===== src/verilog/wpbp_pkg.sv =====
// constants, register map and encodings for the watchpoint and breakpoint logic
// assumes a single 100 MHz core clock and an APB master with 32-bit data
// Function
// RULE1: eight comparators, two counters, two AND-OR structures for instruction and load/store.
// RULE2: four instruction-address, two load/store-address, two load/store-data comparators.
// RULE3: each comparator matches on equal, not equal, greater than or less than.
// RULE4: AND-OR joins two comparator results for in-range and out-of-range detection.
// RULE5: data comparators take integer, single float and store-float-as-integer words.
// RULE6: integer compares at byte, half-word or word size, signed or unsigned.
// RULE7: instruction matches form instruction watchpoints, breakpoint, counted expiry breaks.
// RULE8: load/store logic combines watchpoints and matches; breaks directly or via counter.
// RULE9: qualified load/store watchpoint needs its instruction to hit the qualifying watchpoint.
// RULE10: watchpoints travel with their instruction and reach pins at retirement.
// RULE11: repeated matches within one instruction are reported and counted once.
// RULE12: several instructions retiring together report their watchpoints in one cycle.
// RULE13: pins may show a shared event once; counters still count each instruction.
// RULE14: watchpoints never alter flow or timing; only enabled breakpoints do.
// RULE15: every watchpoint is shown on dedicated output pins.
// RULE16: breakpoint enables are written by software monitor or development port.
// RULE17: a counter decrements per occurrence and breaks when it reaches zero.
// RULE18: development port or on-chip peripheral requests raise an external breakpoint.
// RULE19: internal breakpoints masked while recoverable bit clear unless no-mask set.
// RULE20: maskable port and peripheral breaks obey the mask; non-maskable port break never.
// RULE21: an unmasked enabled breakpoint makes the processor take an exception.
// RULE22: instruction comparators are 30 bits, giving equal and less-than outputs.
// RULE23: load/store address compare ignores two low bits on word, one on half-word.
// RULE24: instruction watchpoint is single match, AND of pair or OR of pair.
// RULE25: an expired counter holds until it is reprogrammed.
package wpbp_pkg;

  // register word offsets (byte addresses)
  localparam logic [7:0] OFS_CMP_FIRST = 8'h00;
  localparam logic [7:0] OFS_INSTR_CTRL = 8'h20;
  localparam logic [7:0] OFS_LS_CTRL = 8'h24;
  localparam logic [7:0] OFS_LS_CTRL_TWO = 8'h28;
  localparam logic [7:0] OFS_CNT_INSTR = 8'h2c;
  localparam logic [7:0] OFS_CNT_LS = 8'h30;
  localparam logic [7:0] OFS_STATUS = 8'h34;
  localparam logic [7:0] OFS_LAST = 8'h34;

  // instruction control fields
  localparam int ICTL_PAIR_AB = 8;
  localparam int ICTL_PAIR_CD = 9;
  localparam int ICTL_BRK_EN = 10;

  // load/store control two fields; each watchpoint config is 7 bits
  localparam int LW_CFG_W = 7;
  localparam int LW_AOP = 0;
  localparam int LW_DOP = 2;
  localparam int LW_QUAL = 4;
  localparam int LW_QSEL = 5;
  localparam int LCT_BRK_EN = 14;
  localparam int LCT_SIGNED = 16;
  localparam int LCT_SIZE = 17;
  localparam int LCT_NO_MASK = 31;

  // counter register fields
  localparam int CNT_W = 16;
  localparam int CNT_SEL = 16;
  localparam int CNT_EN = 17;

  // reset values
  localparam logic [31:0] RST_WORD = 32'h0000_0000;
  localparam logic [15:0] RST_COUNT = 16'h0000;

  // match conditions
  localparam logic [1:0] COND_EQ = 2'h0;
  localparam logic [1:0] COND_NE = 2'h1;
  localparam logic [1:0] COND_GT = 2'h2;
  localparam logic [1:0] COND_LT = 2'h3;

  // access and compare sizes
  localparam logic [1:0] SZ_BYTE = 2'h0;
  localparam logic [1:0] SZ_HALF = 2'h1;
  localparam logic [1:0] SZ_WORD = 2'h2;

  // pair operators for the load/store AND-OR structure
  localparam logic [1:0] OP_IGNORE = 2'h0;
  localparam logic [1:0] OP_FIRST = 2'h1;
  localparam logic [1:0] OP_AND = 2'h2;
  localparam logic [1:0] OP_OR = 2'h3;

  typedef enum logic [2:0] {
    CNT_IDLE = 3'b001,
    CNT_RUN = 3'b010,
    CNT_DONE = 3'b100
  } cnt_state_t;

endpackage

===== src/verilog/watchpoint_breakpoint_logic.sv =====
// watchpoint and breakpoint logic: comparators, AND-OR structures, counters, APB registers
// assumes the core tags each in-flight instruction with a 2-bit id and frees it at retirement
//
// Chosen here: the placing of the registers and the APB register port.
`timescale 1ns/1ps
module watchpoint_breakpoint_logic
(
  // clock and reset
  input wire logic i_mclk,
  input wire logic i_srst,
  // apb slave
  input wire logic i_psel,
  input wire logic i_penable,
  input wire logic i_pwrite,
  input wire logic [7:0] i_paddr,
  input wire logic [31:0] i_pwdata,
  output logic [31:0] o_prdata,
  output logic o_pready,
  output logic o_pslverr,
  // instruction fetch bus
  input wire logic i_fetch_valid,
  input wire logic [31:0] i_fetch_addr,
  input wire logic [1:0] i_fetch_tag,
  // load/store bus
  input wire logic i_ls_valid,
  input wire logic [31:0] i_ls_addr,
  input wire logic [1:0] i_ls_size,
  input wire logic [31:0] i_ls_data,
  input wire logic [1:0] i_ls_tag,
  // retirement, two slots
  input wire logic [1:0] i_retire_valid,
  input wire logic [1:0] i_retire_tag0,
  input wire logic [1:0] i_retire_tag1,
  // masking and external requests
  input wire logic i_recoverable_interrupt_bit,
  input wire logic i_devport_brk_maskable,
  input wire logic i_devport_brk_nonmask,
  input wire logic i_periph_brk,
  // watchpoint pins and breakpoints
  output logic [3:0] o_instr_watchpoint,
  output logic [1:0] o_ls_watchpoint,
  output logic o_instr_breakpoint,
  output logic o_ls_breakpoint,
  output logic o_ext_breakpoint,
  output logic o_exception_req
);

  typedef struct packed {
    logic [7:0][31:0] cmp_val;
    logic [31:0] ictrl;
    logic [31:0] lctrl;
    logic [31:0] load_store_control_two;
    logic [1:0][15:0] cnt;
    logic [1:0][1:0] cnt_cfg;
    wpbp_pkg::cnt_state_t cnt_st0;
    wpbp_pkg::cnt_state_t cnt_st1;
    logic [3:0][3:0] tag_iw;
    logic [3:0][1:0] tag_lw;
    logic [3:0] iw_pins;
    logic [1:0] lw_pins;
    logic ibrk;
    logic lbrk;
    logic ebrk;
    logic exc;
    logic [31:0] prdata;
    logic pready;
    logic pslverr;
  } state_t;

  state_t st_r;
  state_t st_nxt;

  function automatic logic cond_hit(input logic [1:0] cond, input logic eq, input logic lt);
    case (cond)
      wpbp_pkg::COND_EQ: cond_hit = eq;
      wpbp_pkg::COND_NE: cond_hit = !eq;
      wpbp_pkg::COND_GT: cond_hit = !eq && !lt;
      default: cond_hit = lt;
    endcase
  endfunction

  function automatic logic pair_op(input logic [1:0] op, input logic x, input logic y);
    case (op)
      wpbp_pkg::OP_IGNORE: pair_op = 1'b1;
      wpbp_pkg::OP_FIRST: pair_op = x;
      wpbp_pkg::OP_AND: pair_op = x && y;
      default: pair_op = x || y;
    endcase
  endfunction

  // data lane compare; floats and stored integer words arrive as raw 32-bit patterns, and
  // signed compare orders positive singles correctly while negatives need software care
  function automatic logic [1:0] data_cmp(input logic [31:0] d, input logic [31:0] v,
                                          input logic [1:0] sz, input logic [1:0] ofs,
                                          input logic sgn);
    logic [32:0] a;
    logic [32:0] b;
    a = 33'h0_0000_0000;
    b = 33'h0_0000_0000;
    case (sz)
      wpbp_pkg::SZ_BYTE:
      begin
        a = {{25{sgn & d[8*ofs+7]}}, d[8*ofs +: 8]};
        b = {{25{sgn & v[8*ofs+7]}}, v[8*ofs +: 8]};
      end
      wpbp_pkg::SZ_HALF:
      begin
        a = {{17{sgn & d[16*ofs[1]+15]}}, d[16*ofs[1] +: 16]};
        b = {{17{sgn & v[16*ofs[1]+15]}}, v[16*ofs[1] +: 16]};
      end
      default:
      begin
        a = {sgn & d[31], d};
        b = {sgn & v[31], v};
      end
    endcase
    data_cmp = {a == b, $signed(a) < $signed(b)};
  endfunction

  logic [3:0] im;
  logic [3:0] iw;
  logic [1:0] lam;
  logic [1:0] ldm;
  logic [1:0] lw;
  logic [31:0] amask;
  logic [1:0] dres;
  logic [6:0] cfg;
  logic size_ok;
  logic [3:0] r_iw;
  logic [1:0] r_lw;
  logic [1:0] dec0;
  logic [1:0] dec1;
  logic exp0;
  logic exp1;
  logic ibrk_evt;
  logic lbrk_evt;
  logic int_ok;
  logic wr_en;
  logic [5:0] widx;
  logic [5:0] ridx;

  always_comb
  begin
    st_nxt = st_r;
    im = 4'h0;
    lam = 2'h0;
    ldm = 2'h0;
    lw = 2'h0;
    dres = 2'h0;
    cfg = 7'h00;
    // RULE1: eight comparators feed two AND-OR structures and two counters
    // RULE22: 30-bit word address compares, equal and less-than per comparator
    for (int k = 0; k < 4; k++)
    begin
      // RULE3: condition decode
      im[k] = cond_hit(st_r.ictrl[2*k +: 2], i_fetch_addr[31:2] == st_r.cmp_val[k][31:2],
                       i_fetch_addr[31:2] < st_r.cmp_val[k][31:2]);
    end
    // RULE24: single match or pair joined by AND (in range) / OR (out of range)
    iw[0] = st_r.ictrl[wpbp_pkg::ICTL_PAIR_AB] ? (im[0] & im[1]) : im[0];
    iw[1] = st_r.ictrl[wpbp_pkg::ICTL_PAIR_AB] ? (im[0] | im[1]) : im[1];
    iw[2] = st_r.ictrl[wpbp_pkg::ICTL_PAIR_CD] ? (im[2] & im[3]) : im[2];
    iw[3] = st_r.ictrl[wpbp_pkg::ICTL_PAIR_CD] ? (im[2] | im[3]) : im[3];
    // RULE23: low address bits ignored according to access size
    case (i_ls_size)
      wpbp_pkg::SZ_WORD: amask = 32'hffff_fffc;
      wpbp_pkg::SZ_HALF: amask = 32'hffff_fffe;
      default: amask = 32'hffff_ffff;
    endcase
    // RULE2: two address and two data comparators on the load/store bus
    for (int k = 0; k < 2; k++)
    begin
      lam[k] = cond_hit(st_r.lctrl[2*k +: 2],
                        (i_ls_addr & amask) == (st_r.cmp_val[4+k] & amask),
                        (i_ls_addr & amask) < (st_r.cmp_val[4+k] & amask));
      // RULE5: RULE6: sized, optionally signed data compare
      dres = data_cmp(i_ls_data, st_r.cmp_val[6+k], st_r.load_store_control_two[wpbp_pkg::LCT_SIZE +: 2],
                      i_ls_addr[1:0], st_r.load_store_control_two[wpbp_pkg::LCT_SIGNED]);
      ldm[k] = cond_hit(st_r.lctrl[4+2*k +: 2], dres[1], dres[0]);
    end
    // an access narrower than the compare size never matches
    size_ok = i_ls_size >= st_r.load_store_control_two[wpbp_pkg::LCT_SIZE +: 2];
    // RULE4: RULE8: load/store AND-OR structure
    for (int j = 0; j < 2; j++)
    begin
      cfg = st_r.load_store_control_two[j*wpbp_pkg::LW_CFG_W +: wpbp_pkg::LW_CFG_W];
      lw[j] = i_ls_valid && size_ok && (cfg[3:0] != 4'h0)
              && pair_op(cfg[wpbp_pkg::LW_AOP +: 2], lam[0], lam[1])
              && pair_op(cfg[wpbp_pkg::LW_DOP +: 2], ldm[0], ldm[1])
              // RULE9: qualifying instruction watchpoint of the same instruction
              && (!cfg[wpbp_pkg::LW_QUAL] || st_r.tag_iw[i_ls_tag][cfg[wpbp_pkg::LW_QSEL +: 2]]);
    end
    // RULE10: watchpoints ride with the instruction tag until retirement
    if (i_fetch_valid)
    begin
      st_nxt.tag_iw[i_fetch_tag] = iw;
      st_nxt.tag_lw[i_fetch_tag] = 2'h0;
    end
    // RULE11: repeated transfers or bytes of one instruction merge into one flag
    if (i_ls_valid)
    begin
      st_nxt.tag_lw[i_ls_tag] = st_nxt.tag_lw[i_ls_tag] | lw;
    end
    // RULE12: RULE13: pins merge both retiring slots, counters take each slot
    r_iw = (i_retire_valid[0] ? st_r.tag_iw[i_retire_tag0] : 4'h0)
           | (i_retire_valid[1] ? st_r.tag_iw[i_retire_tag1] : 4'h0);
    r_lw = (i_retire_valid[0] ? st_r.tag_lw[i_retire_tag0] : 2'h0)
           | (i_retire_valid[1] ? st_r.tag_lw[i_retire_tag1] : 2'h0);
    // RULE7: the instruction counter follows one of the first two instruction watchpoints
    dec0 = {1'b0, i_retire_valid[0] & st_r.tag_iw[i_retire_tag0][st_r.cnt_cfg[0][0]]}
           + {1'b0, i_retire_valid[1] & st_r.tag_iw[i_retire_tag1][st_r.cnt_cfg[0][0]]};
    dec1 = {1'b0, i_retire_valid[0] & st_r.tag_lw[i_retire_tag0][st_r.cnt_cfg[1][0]]}
           + {1'b0, i_retire_valid[1] & st_r.tag_lw[i_retire_tag1][st_r.cnt_cfg[1][0]]};
    // RULE17: decrement, expire on reaching zero
    exp0 = (st_r.cnt_st0 == wpbp_pkg::CNT_RUN) && (dec0 != 2'h0) && (st_r.cnt[0] <= {14'h0000, dec0});
    exp1 = (st_r.cnt_st1 == wpbp_pkg::CNT_RUN) && (dec1 != 2'h0) && (st_r.cnt[1] <= {14'h0000, dec1});
    case (st_r.cnt_st0)
      wpbp_pkg::CNT_IDLE: st_nxt.cnt_st0 = wpbp_pkg::CNT_IDLE;
      wpbp_pkg::CNT_RUN:
      begin
        st_nxt.cnt[0] = exp0 ? wpbp_pkg::RST_COUNT : st_r.cnt[0] - {14'h0000, dec0};
        st_nxt.cnt_st0 = exp0 ? wpbp_pkg::CNT_DONE : wpbp_pkg::CNT_RUN;
      end
      // RULE25: expired counter holds
      wpbp_pkg::CNT_DONE: st_nxt.cnt_st0 = wpbp_pkg::CNT_DONE;
      default: st_nxt.cnt_st0 = wpbp_pkg::CNT_IDLE;
    endcase
    case (st_r.cnt_st1)
      wpbp_pkg::CNT_IDLE: st_nxt.cnt_st1 = wpbp_pkg::CNT_IDLE;
      wpbp_pkg::CNT_RUN:
      begin
        st_nxt.cnt[1] = exp1 ? wpbp_pkg::RST_COUNT : st_r.cnt[1] - {14'h0000, dec1};
        st_nxt.cnt_st1 = exp1 ? wpbp_pkg::CNT_DONE : wpbp_pkg::CNT_RUN;
      end
      // RULE25: expired counter holds
      wpbp_pkg::CNT_DONE: st_nxt.cnt_st1 = wpbp_pkg::CNT_DONE;
      default: st_nxt.cnt_st1 = wpbp_pkg::CNT_IDLE;
    endcase
    // RULE15: dedicated watchpoint pins
    st_nxt.iw_pins = r_iw;
    st_nxt.lw_pins = r_lw;
    // RULE16: breakpoint generation per watchpoint enable bits
    ibrk_evt = |(r_iw & st_r.ictrl[wpbp_pkg::ICTL_BRK_EN +: 4]) || exp0;
    lbrk_evt = |(r_lw & st_r.load_store_control_two[wpbp_pkg::LCT_BRK_EN +: 2]) || exp1;
    // RULE19: internal breakpoints masked by the recoverable bit unless no-mask
    int_ok = i_recoverable_interrupt_bit || st_r.load_store_control_two[wpbp_pkg::LCT_NO_MASK];
    st_nxt.ibrk = ibrk_evt && int_ok;
    st_nxt.lbrk = lbrk_evt && int_ok;
    // RULE18: RULE20: external requests, only the non-maskable one bypasses the mask
    st_nxt.ebrk = i_devport_brk_nonmask
                  || ((i_devport_brk_maskable || i_periph_brk) && i_recoverable_interrupt_bit);
    // RULE14: RULE21: only this request reaches the core, watchpoints alone never stall it
    st_nxt.exc = st_nxt.ibrk || st_nxt.lbrk || st_nxt.ebrk;
    // apb: data prepared in setup, one access cycle with pready high
    st_nxt.pready = i_psel && !i_penable;
    st_nxt.pslverr = i_psel && !i_penable && (i_paddr > wpbp_pkg::OFS_LAST);
    ridx = i_paddr[7:2];
    case (i_paddr)
      wpbp_pkg::OFS_INSTR_CTRL: st_nxt.prdata = st_r.ictrl;
      wpbp_pkg::OFS_LS_CTRL: st_nxt.prdata = st_r.lctrl;
      wpbp_pkg::OFS_LS_CTRL_TWO: st_nxt.prdata = st_r.load_store_control_two;
      wpbp_pkg::OFS_CNT_INSTR: st_nxt.prdata = {14'h0000, st_r.cnt_cfg[0], st_r.cnt[0]};
      wpbp_pkg::OFS_CNT_LS: st_nxt.prdata = {14'h0000, st_r.cnt_cfg[1], st_r.cnt[1]};
      wpbp_pkg::OFS_STATUS:
        st_nxt.prdata = {22'h00_0000, st_r.lbrk, st_r.ibrk, st_r.lw_pins, st_r.iw_pins,
                         st_r.cnt_st1 == wpbp_pkg::CNT_DONE, st_r.cnt_st0 == wpbp_pkg::CNT_DONE};
      default: st_nxt.prdata = (i_paddr < wpbp_pkg::OFS_INSTR_CTRL) ? st_r.cmp_val[ridx[2:0]]
                                                                      : wpbp_pkg::RST_WORD;
    endcase
    // RULE16: writes from monitor software or development port land here; reprogram beats count
    wr_en = i_psel && i_penable && st_r.pready && i_pwrite && !st_r.pslverr;
    widx = i_paddr[7:2];
    if (wr_en)
    begin
      case (i_paddr)
        wpbp_pkg::OFS_INSTR_CTRL: st_nxt.ictrl = i_pwdata;
        wpbp_pkg::OFS_LS_CTRL: st_nxt.lctrl = i_pwdata;
        wpbp_pkg::OFS_LS_CTRL_TWO: st_nxt.load_store_control_two = i_pwdata;
        wpbp_pkg::OFS_CNT_INSTR:
        begin
          st_nxt.cnt[0] = i_pwdata[wpbp_pkg::CNT_W-1:0];
          st_nxt.cnt_cfg[0] = i_pwdata[wpbp_pkg::CNT_EN:wpbp_pkg::CNT_SEL];
          st_nxt.cnt_st0 = (i_pwdata[wpbp_pkg::CNT_EN] && i_pwdata[wpbp_pkg::CNT_W-1:0] != 16'h0000)
                           ? wpbp_pkg::CNT_RUN : wpbp_pkg::CNT_IDLE;
        end
        wpbp_pkg::OFS_CNT_LS:
        begin
          st_nxt.cnt[1] = i_pwdata[wpbp_pkg::CNT_W-1:0];
          st_nxt.cnt_cfg[1] = i_pwdata[wpbp_pkg::CNT_EN:wpbp_pkg::CNT_SEL];
          st_nxt.cnt_st1 = (i_pwdata[wpbp_pkg::CNT_EN] && i_pwdata[wpbp_pkg::CNT_W-1:0] != 16'h0000)
                           ? wpbp_pkg::CNT_RUN : wpbp_pkg::CNT_IDLE;
        end
        wpbp_pkg::OFS_STATUS: st_nxt.ictrl = st_nxt.ictrl;
        default: st_nxt.cmp_val[widx[2:0]] = i_pwdata;
      endcase
    end
  end

  always_ff @(posedge i_mclk)
  begin
    if (i_srst)
    begin
      st_r <= '0;
      st_r.cnt_st0 <= wpbp_pkg::CNT_IDLE;
      st_r.cnt_st1 <= wpbp_pkg::CNT_IDLE;
    end
    else
    begin
      st_r <= st_nxt;
    end
  end

  assign o_prdata = st_r.prdata;
  assign o_pready = st_r.pready;
  assign o_pslverr = st_r.pslverr;
  assign o_instr_watchpoint = st_r.iw_pins;
  assign o_ls_watchpoint = st_r.lw_pins;
  assign o_instr_breakpoint = st_r.ibrk;
  assign o_ls_breakpoint = st_r.lbrk;
  assign o_ext_breakpoint = st_r.ebrk;
  assign o_exception_req = st_r.exc;

endmodule // watchpoint_breakpoint_logic


===== config.mk =====
export PLATFORM = sky130hd
export DESIGN_NAME = watchpoint_breakpoint_logic
export DESIGN_NICKNAME = d
export VERILOG_FILES = /design/src/verilog/wpbp_pkg.sv /design/src/verilog/watchpoint_breakpoint_logic.sv
export SDC_FILE = /design/constraint.sdc
export NUM_CORES = 2
export LEC_CHECK = 0
export BUFFER_PORTS_ARGS = -buffer_cell sky130_fd_sc_hd__buf_2
export CAP_MARGIN = 20
export CORE_UTILIZATION = 45
export DETAILED_ROUTE_END_ITERATION = 8
export GPL_ROUTABILITY_DRIVEN = 0
export SLEW_MARGIN = 20
export SYNTH_ARGS = -nofsm -noshare
export SYNTH_HDL_FRONTEND = slang
export SYNTH_SLANG_ARGS = --single-unit

===== constraint.sdc =====
create_clock -name i_mclk -period 9.9 [get_ports i_mclk]
set_clock_uncertainty 0.1 [all_clocks]
set_input_delay 0.99 -clock i_mclk [delete_from_list [all_inputs] [get_ports i_mclk]]
set_output_delay 0.99 -clock i_mclk [all_outputs]
set_load 0.02 [all_outputs]

==> key figures <==
CTS
  – CTS tree: done
  – Setup Buffers After CTS: 0
  – Sink Count: 462
  – Worst-path clk slew: 0.06 ns
  – TritonCTS Buffers: 52
  – Post-CTS sizing: 0
  – Clock latency on the worst-skew pair: 0.63 ns
  – CTS Buffer Depth: 3
  – # H-tree levels: 2
  – CTS Hold Bufs: 0
  – Root Buffer: clkbuf_16

Timing
  – Setup violations, final: 0
  – Setup TNS: 0 ns
  – Final Slew Violations: 0
  – Final Hold Fails: 0
  – Worst-margin pin slew: 1.08 ns
  – Unrepaired setup endpoints after global routing: no
  – Fmax: 175 MHz
  – Hold WS: 0.354 ns
  – Period utilization: 57.8%
  – Relative slew slack: ~28%
  – Shortest period the worst path allows: 5.72 ns

GRT
  – Pin count of the biggest net entering global routing: 87
  – Total congestion overflow: 0
  – First-pass GRT wire length: 160 mm
  – Total track usage: between 30% and 40%
  – Vias in the first global route: 24900
  – Antenna violations before repair: 6

Die
  – Core Area: 63200 sq um
  – # rows: 92
  – I/O pins: 203
  – Die width: 255 microns
  – Die Area: roughly 65000 sq um
  – Die Ht: 255 microns
  – Starting density of the core: 45.7%

Worst setup path
  – Crit start category: input pin
  – Critical path capture point type: register
  – CP Max Fanout: 38
  – FF-to-FF setup slack: around 4.6 ns
  – Critical path class: in -> reg
  – Critical Path RT: roughly 10 ns
  – Cell family with most CP delay: compound AO/OA/AOI/OAI gates
  – Worst-path cell chain: buf_2 > buf_4 > mux2_2 > nand2_1 > o21ai_0 > a21oi_1 > a21oi_1 > o21ai_0 > ha_1 > and4_1 > nor4bb_1 > nor2b_1 > o41a_1 > nor3_1 > nor2_1 > a211oi_2 > o21ai_1 > a2111oi_4 > o31ai_1
  – Max stage delay on crit path: 0.64 ns
  – Crit path buf inv count: 2
  – Worst Path Arrival: just over 6 ns
  – CP max-delay cell: a21oi_1

Yosys
  – Simple logic cell fraction of the synthesized area: 20.0%
  – Synth area leaders: dfxtp_1 32%, ha_1 11%, nand2_1 11%
  – Synth Flop Type: dfxtp_1
  – Leading area contributor after synthesis: dfxtp_1
  – Adder-cell share of the synthesized area: 11.5%
  – Number of synthesized register bits: 462
  – Top-count cell post-synth: nand2_1
  – Synth Area in Compound Gates: 18.0%
  – Post-synthesis sequential area ratio: about a third
  – Synth Cell Area: 28900 sq um
  – Mux contribution to synthesized area: 10.5%
  – Netlist cell types: 74
  – Yosys top cell area share: between 30% and 40%
  – Syn avg cell area: a little under 8 sq um
  – Largest family of logic cells by synthesized area: simple AND/OR/NAND/NOR gates
  – Post-synthesis xor/xnor area fraction: 0.910%
  – Post-synth ARST share: 0%
  – Mapped Nets: slightly above 4000
  – Post-synthesis cell count: 3696
  – EDFF count, synth: 0
  – Syn. warnings: 0
  – Commonest cells post-synth: 870 x nand2_1, 508 x a21oi_1, 462 x dfxtp_1

Drt
  – Wire length on met1: 44.8 mm
  – 1st-iter DRT viols: 2910
  – Met2 wire length: 49.0 mm
  – DR top layer: met5
  – Final WL: approximately 110 mm
  – WL met3: 10.3 mm
  – Via count: 27200
  – Routed vias/inst: 5.92
  – Mean routed wirelength per cell: 23.7 microns
  – Final ANT Viol Nets: 0
  – 1st-pass router iterations: 6
  – Drc violations: 0

Power
  – Power per cell area: 138 nW/um^2
  – Maximum vdd drop: 0.108 mV
  – Tot Pwr: between 4 and 5 mW
  – Leakage: 11.8 nW

Cells and area
  – Share of post-route cells with drive strength above 1: around an eighth
  – Final core utilization: 50.6%
  – Nets: ~4100
  – Layout area overhead: 10.7%
  – Antenna Cells: 0
  – Finished Layout Cells: 4590

Place
  – PortBufs: 200
  – Dpl cells: 4493
  – HPWL after detailed placement: 78.3 mm

Run status
  – Status: finished clean

Min path
  – Worst hold-check path type: reg -> reg

Run
  – Max-cap violations: 0
==> power by group <==
| group | internal, mW | switching [mW] | leakage [nW] |
|---|---|---|---|
| logic | 0.131 | 0.263 | 7.17 |
| registers | 1.86 | 0.00364 | 3.72 |
| clock network | 1.29 | 0.868 | 0.939 |
==> registers in the layout (all words and copies together), names as in the netlist <==
| signal | count |
|---|---|
| o_ext_breakpoint | 1 |
| o_instr_watchpoint | 4 |
| st_r | 411 |
| o_pready | 1 |
| o_prdata | 32 |
| o_ls_breakpoint | 1 |
| o_instr_breakpoint | 1 |
| o_ls_watchpoint | 2 |
| o_pslverr | 1 |
| o_exception_req | 1 |
| cfg | 7 |
==> through the flow <==
step	area [sq um]	setup slack, ns
after floorplan	28900	4.56
after global placement	30100	3.64
after detailed placement	30100	3.61
after CTS	32000	4.24
after global routing	32000	3.93
final	32000	4.18
==> metal layers <==
metal / vias up / global-route usage (%)
li1: 12800 / -
met5: - / 0
met3: 234 / 6.37
met2: 1288 / 52.1
met4: 6 / 14.0
met1: 12900 / 43.9
==> final cells by class <==
type                       instances  area, sq um
fill                            6215        31200
multi-input combinational       2720        17600
sequential                       462         9250
clock buffer                      76         1570
timing repair buffer             232         1260
tap                              846         1060
inverter                         233          875
clock inverter                    21          323
==> cell families (layout without fill, tap and decap cells) <==
logic type / after synthesis / in the layout
simple gates: 1356 / 1356
compound gates: 891 / 891
mux: 180 / 180
xor+xnor: 30 / 30
fa+ha+maj: 263 / 263
buf+inv: 514 / 562
flops: 462 / 462
==> cells in the final DEF, fill, tap and decap left out, types with 18 or more instances in the layout <==
| cell | netlist | final |
|---|---|---|
| nand2_1 | 870 | 867 |
| a21oi_1 | 508 | 508 |
| dfxtp_1 | 462 | 462 |
| ha_1 | 261 | 261 |
| inv_1 | 232 | 232 |
| buf_2 | 3 | 197 |
| nor2_1 | 200 | 194 |
| o21ai_0 | 138 | 138 |
| mux4_2 | 95 | 95 |
| mux2i_1 | 56 | 56 |
| clkbuf_16 | 0 | 52 |
| nand4_1 | 51 | 51 |
| nor3_1 | 44 | 40 |
| a21o_1 | 38 | 38 |
| a22oi_1 | 36 | 36 |
| nand3_1 | 36 | 34 |
| buf_4 | 38 | 33 |
| nand2b_1 | 31 | 31 |
| mux2_2 | 29 | 29 |
| nor2b_1 | 27 | 26 |
| o22ai_1 | 23 | 23 |
| a211oi_1 | 23 | 23 |
| a221oi_1 | 21 | 21 |
| nor4_1 | 20 | 20 |
| xor2_1 | 20 | 20 |
| clkbuf_8 | 0 | 18 |
==> final timing paths <==
| path | start | to | cells past startpoint |
|---|---|---|---|
| worst max-delay path | i_ls_addr[1] | st_r[50] | 19 |
| worst min-delay path | st_r[203] | st_r[203] | 2 |
| worst max register to register | st_r[128] | st_r[50] | 18 |
| worst min register to register | st_r[203] | st_r[203] | 2 |
==> worst register-to-register path, delay by kind of cell, from the launching register on <==
family	cells	cell delay, ns
compound gates	12	3.10
fa+ha+maj	1	0.32
simple gates	2	0.46
buf+inv	3	0.87
flops	1	0.34
(Power assumes the default switching activity.)
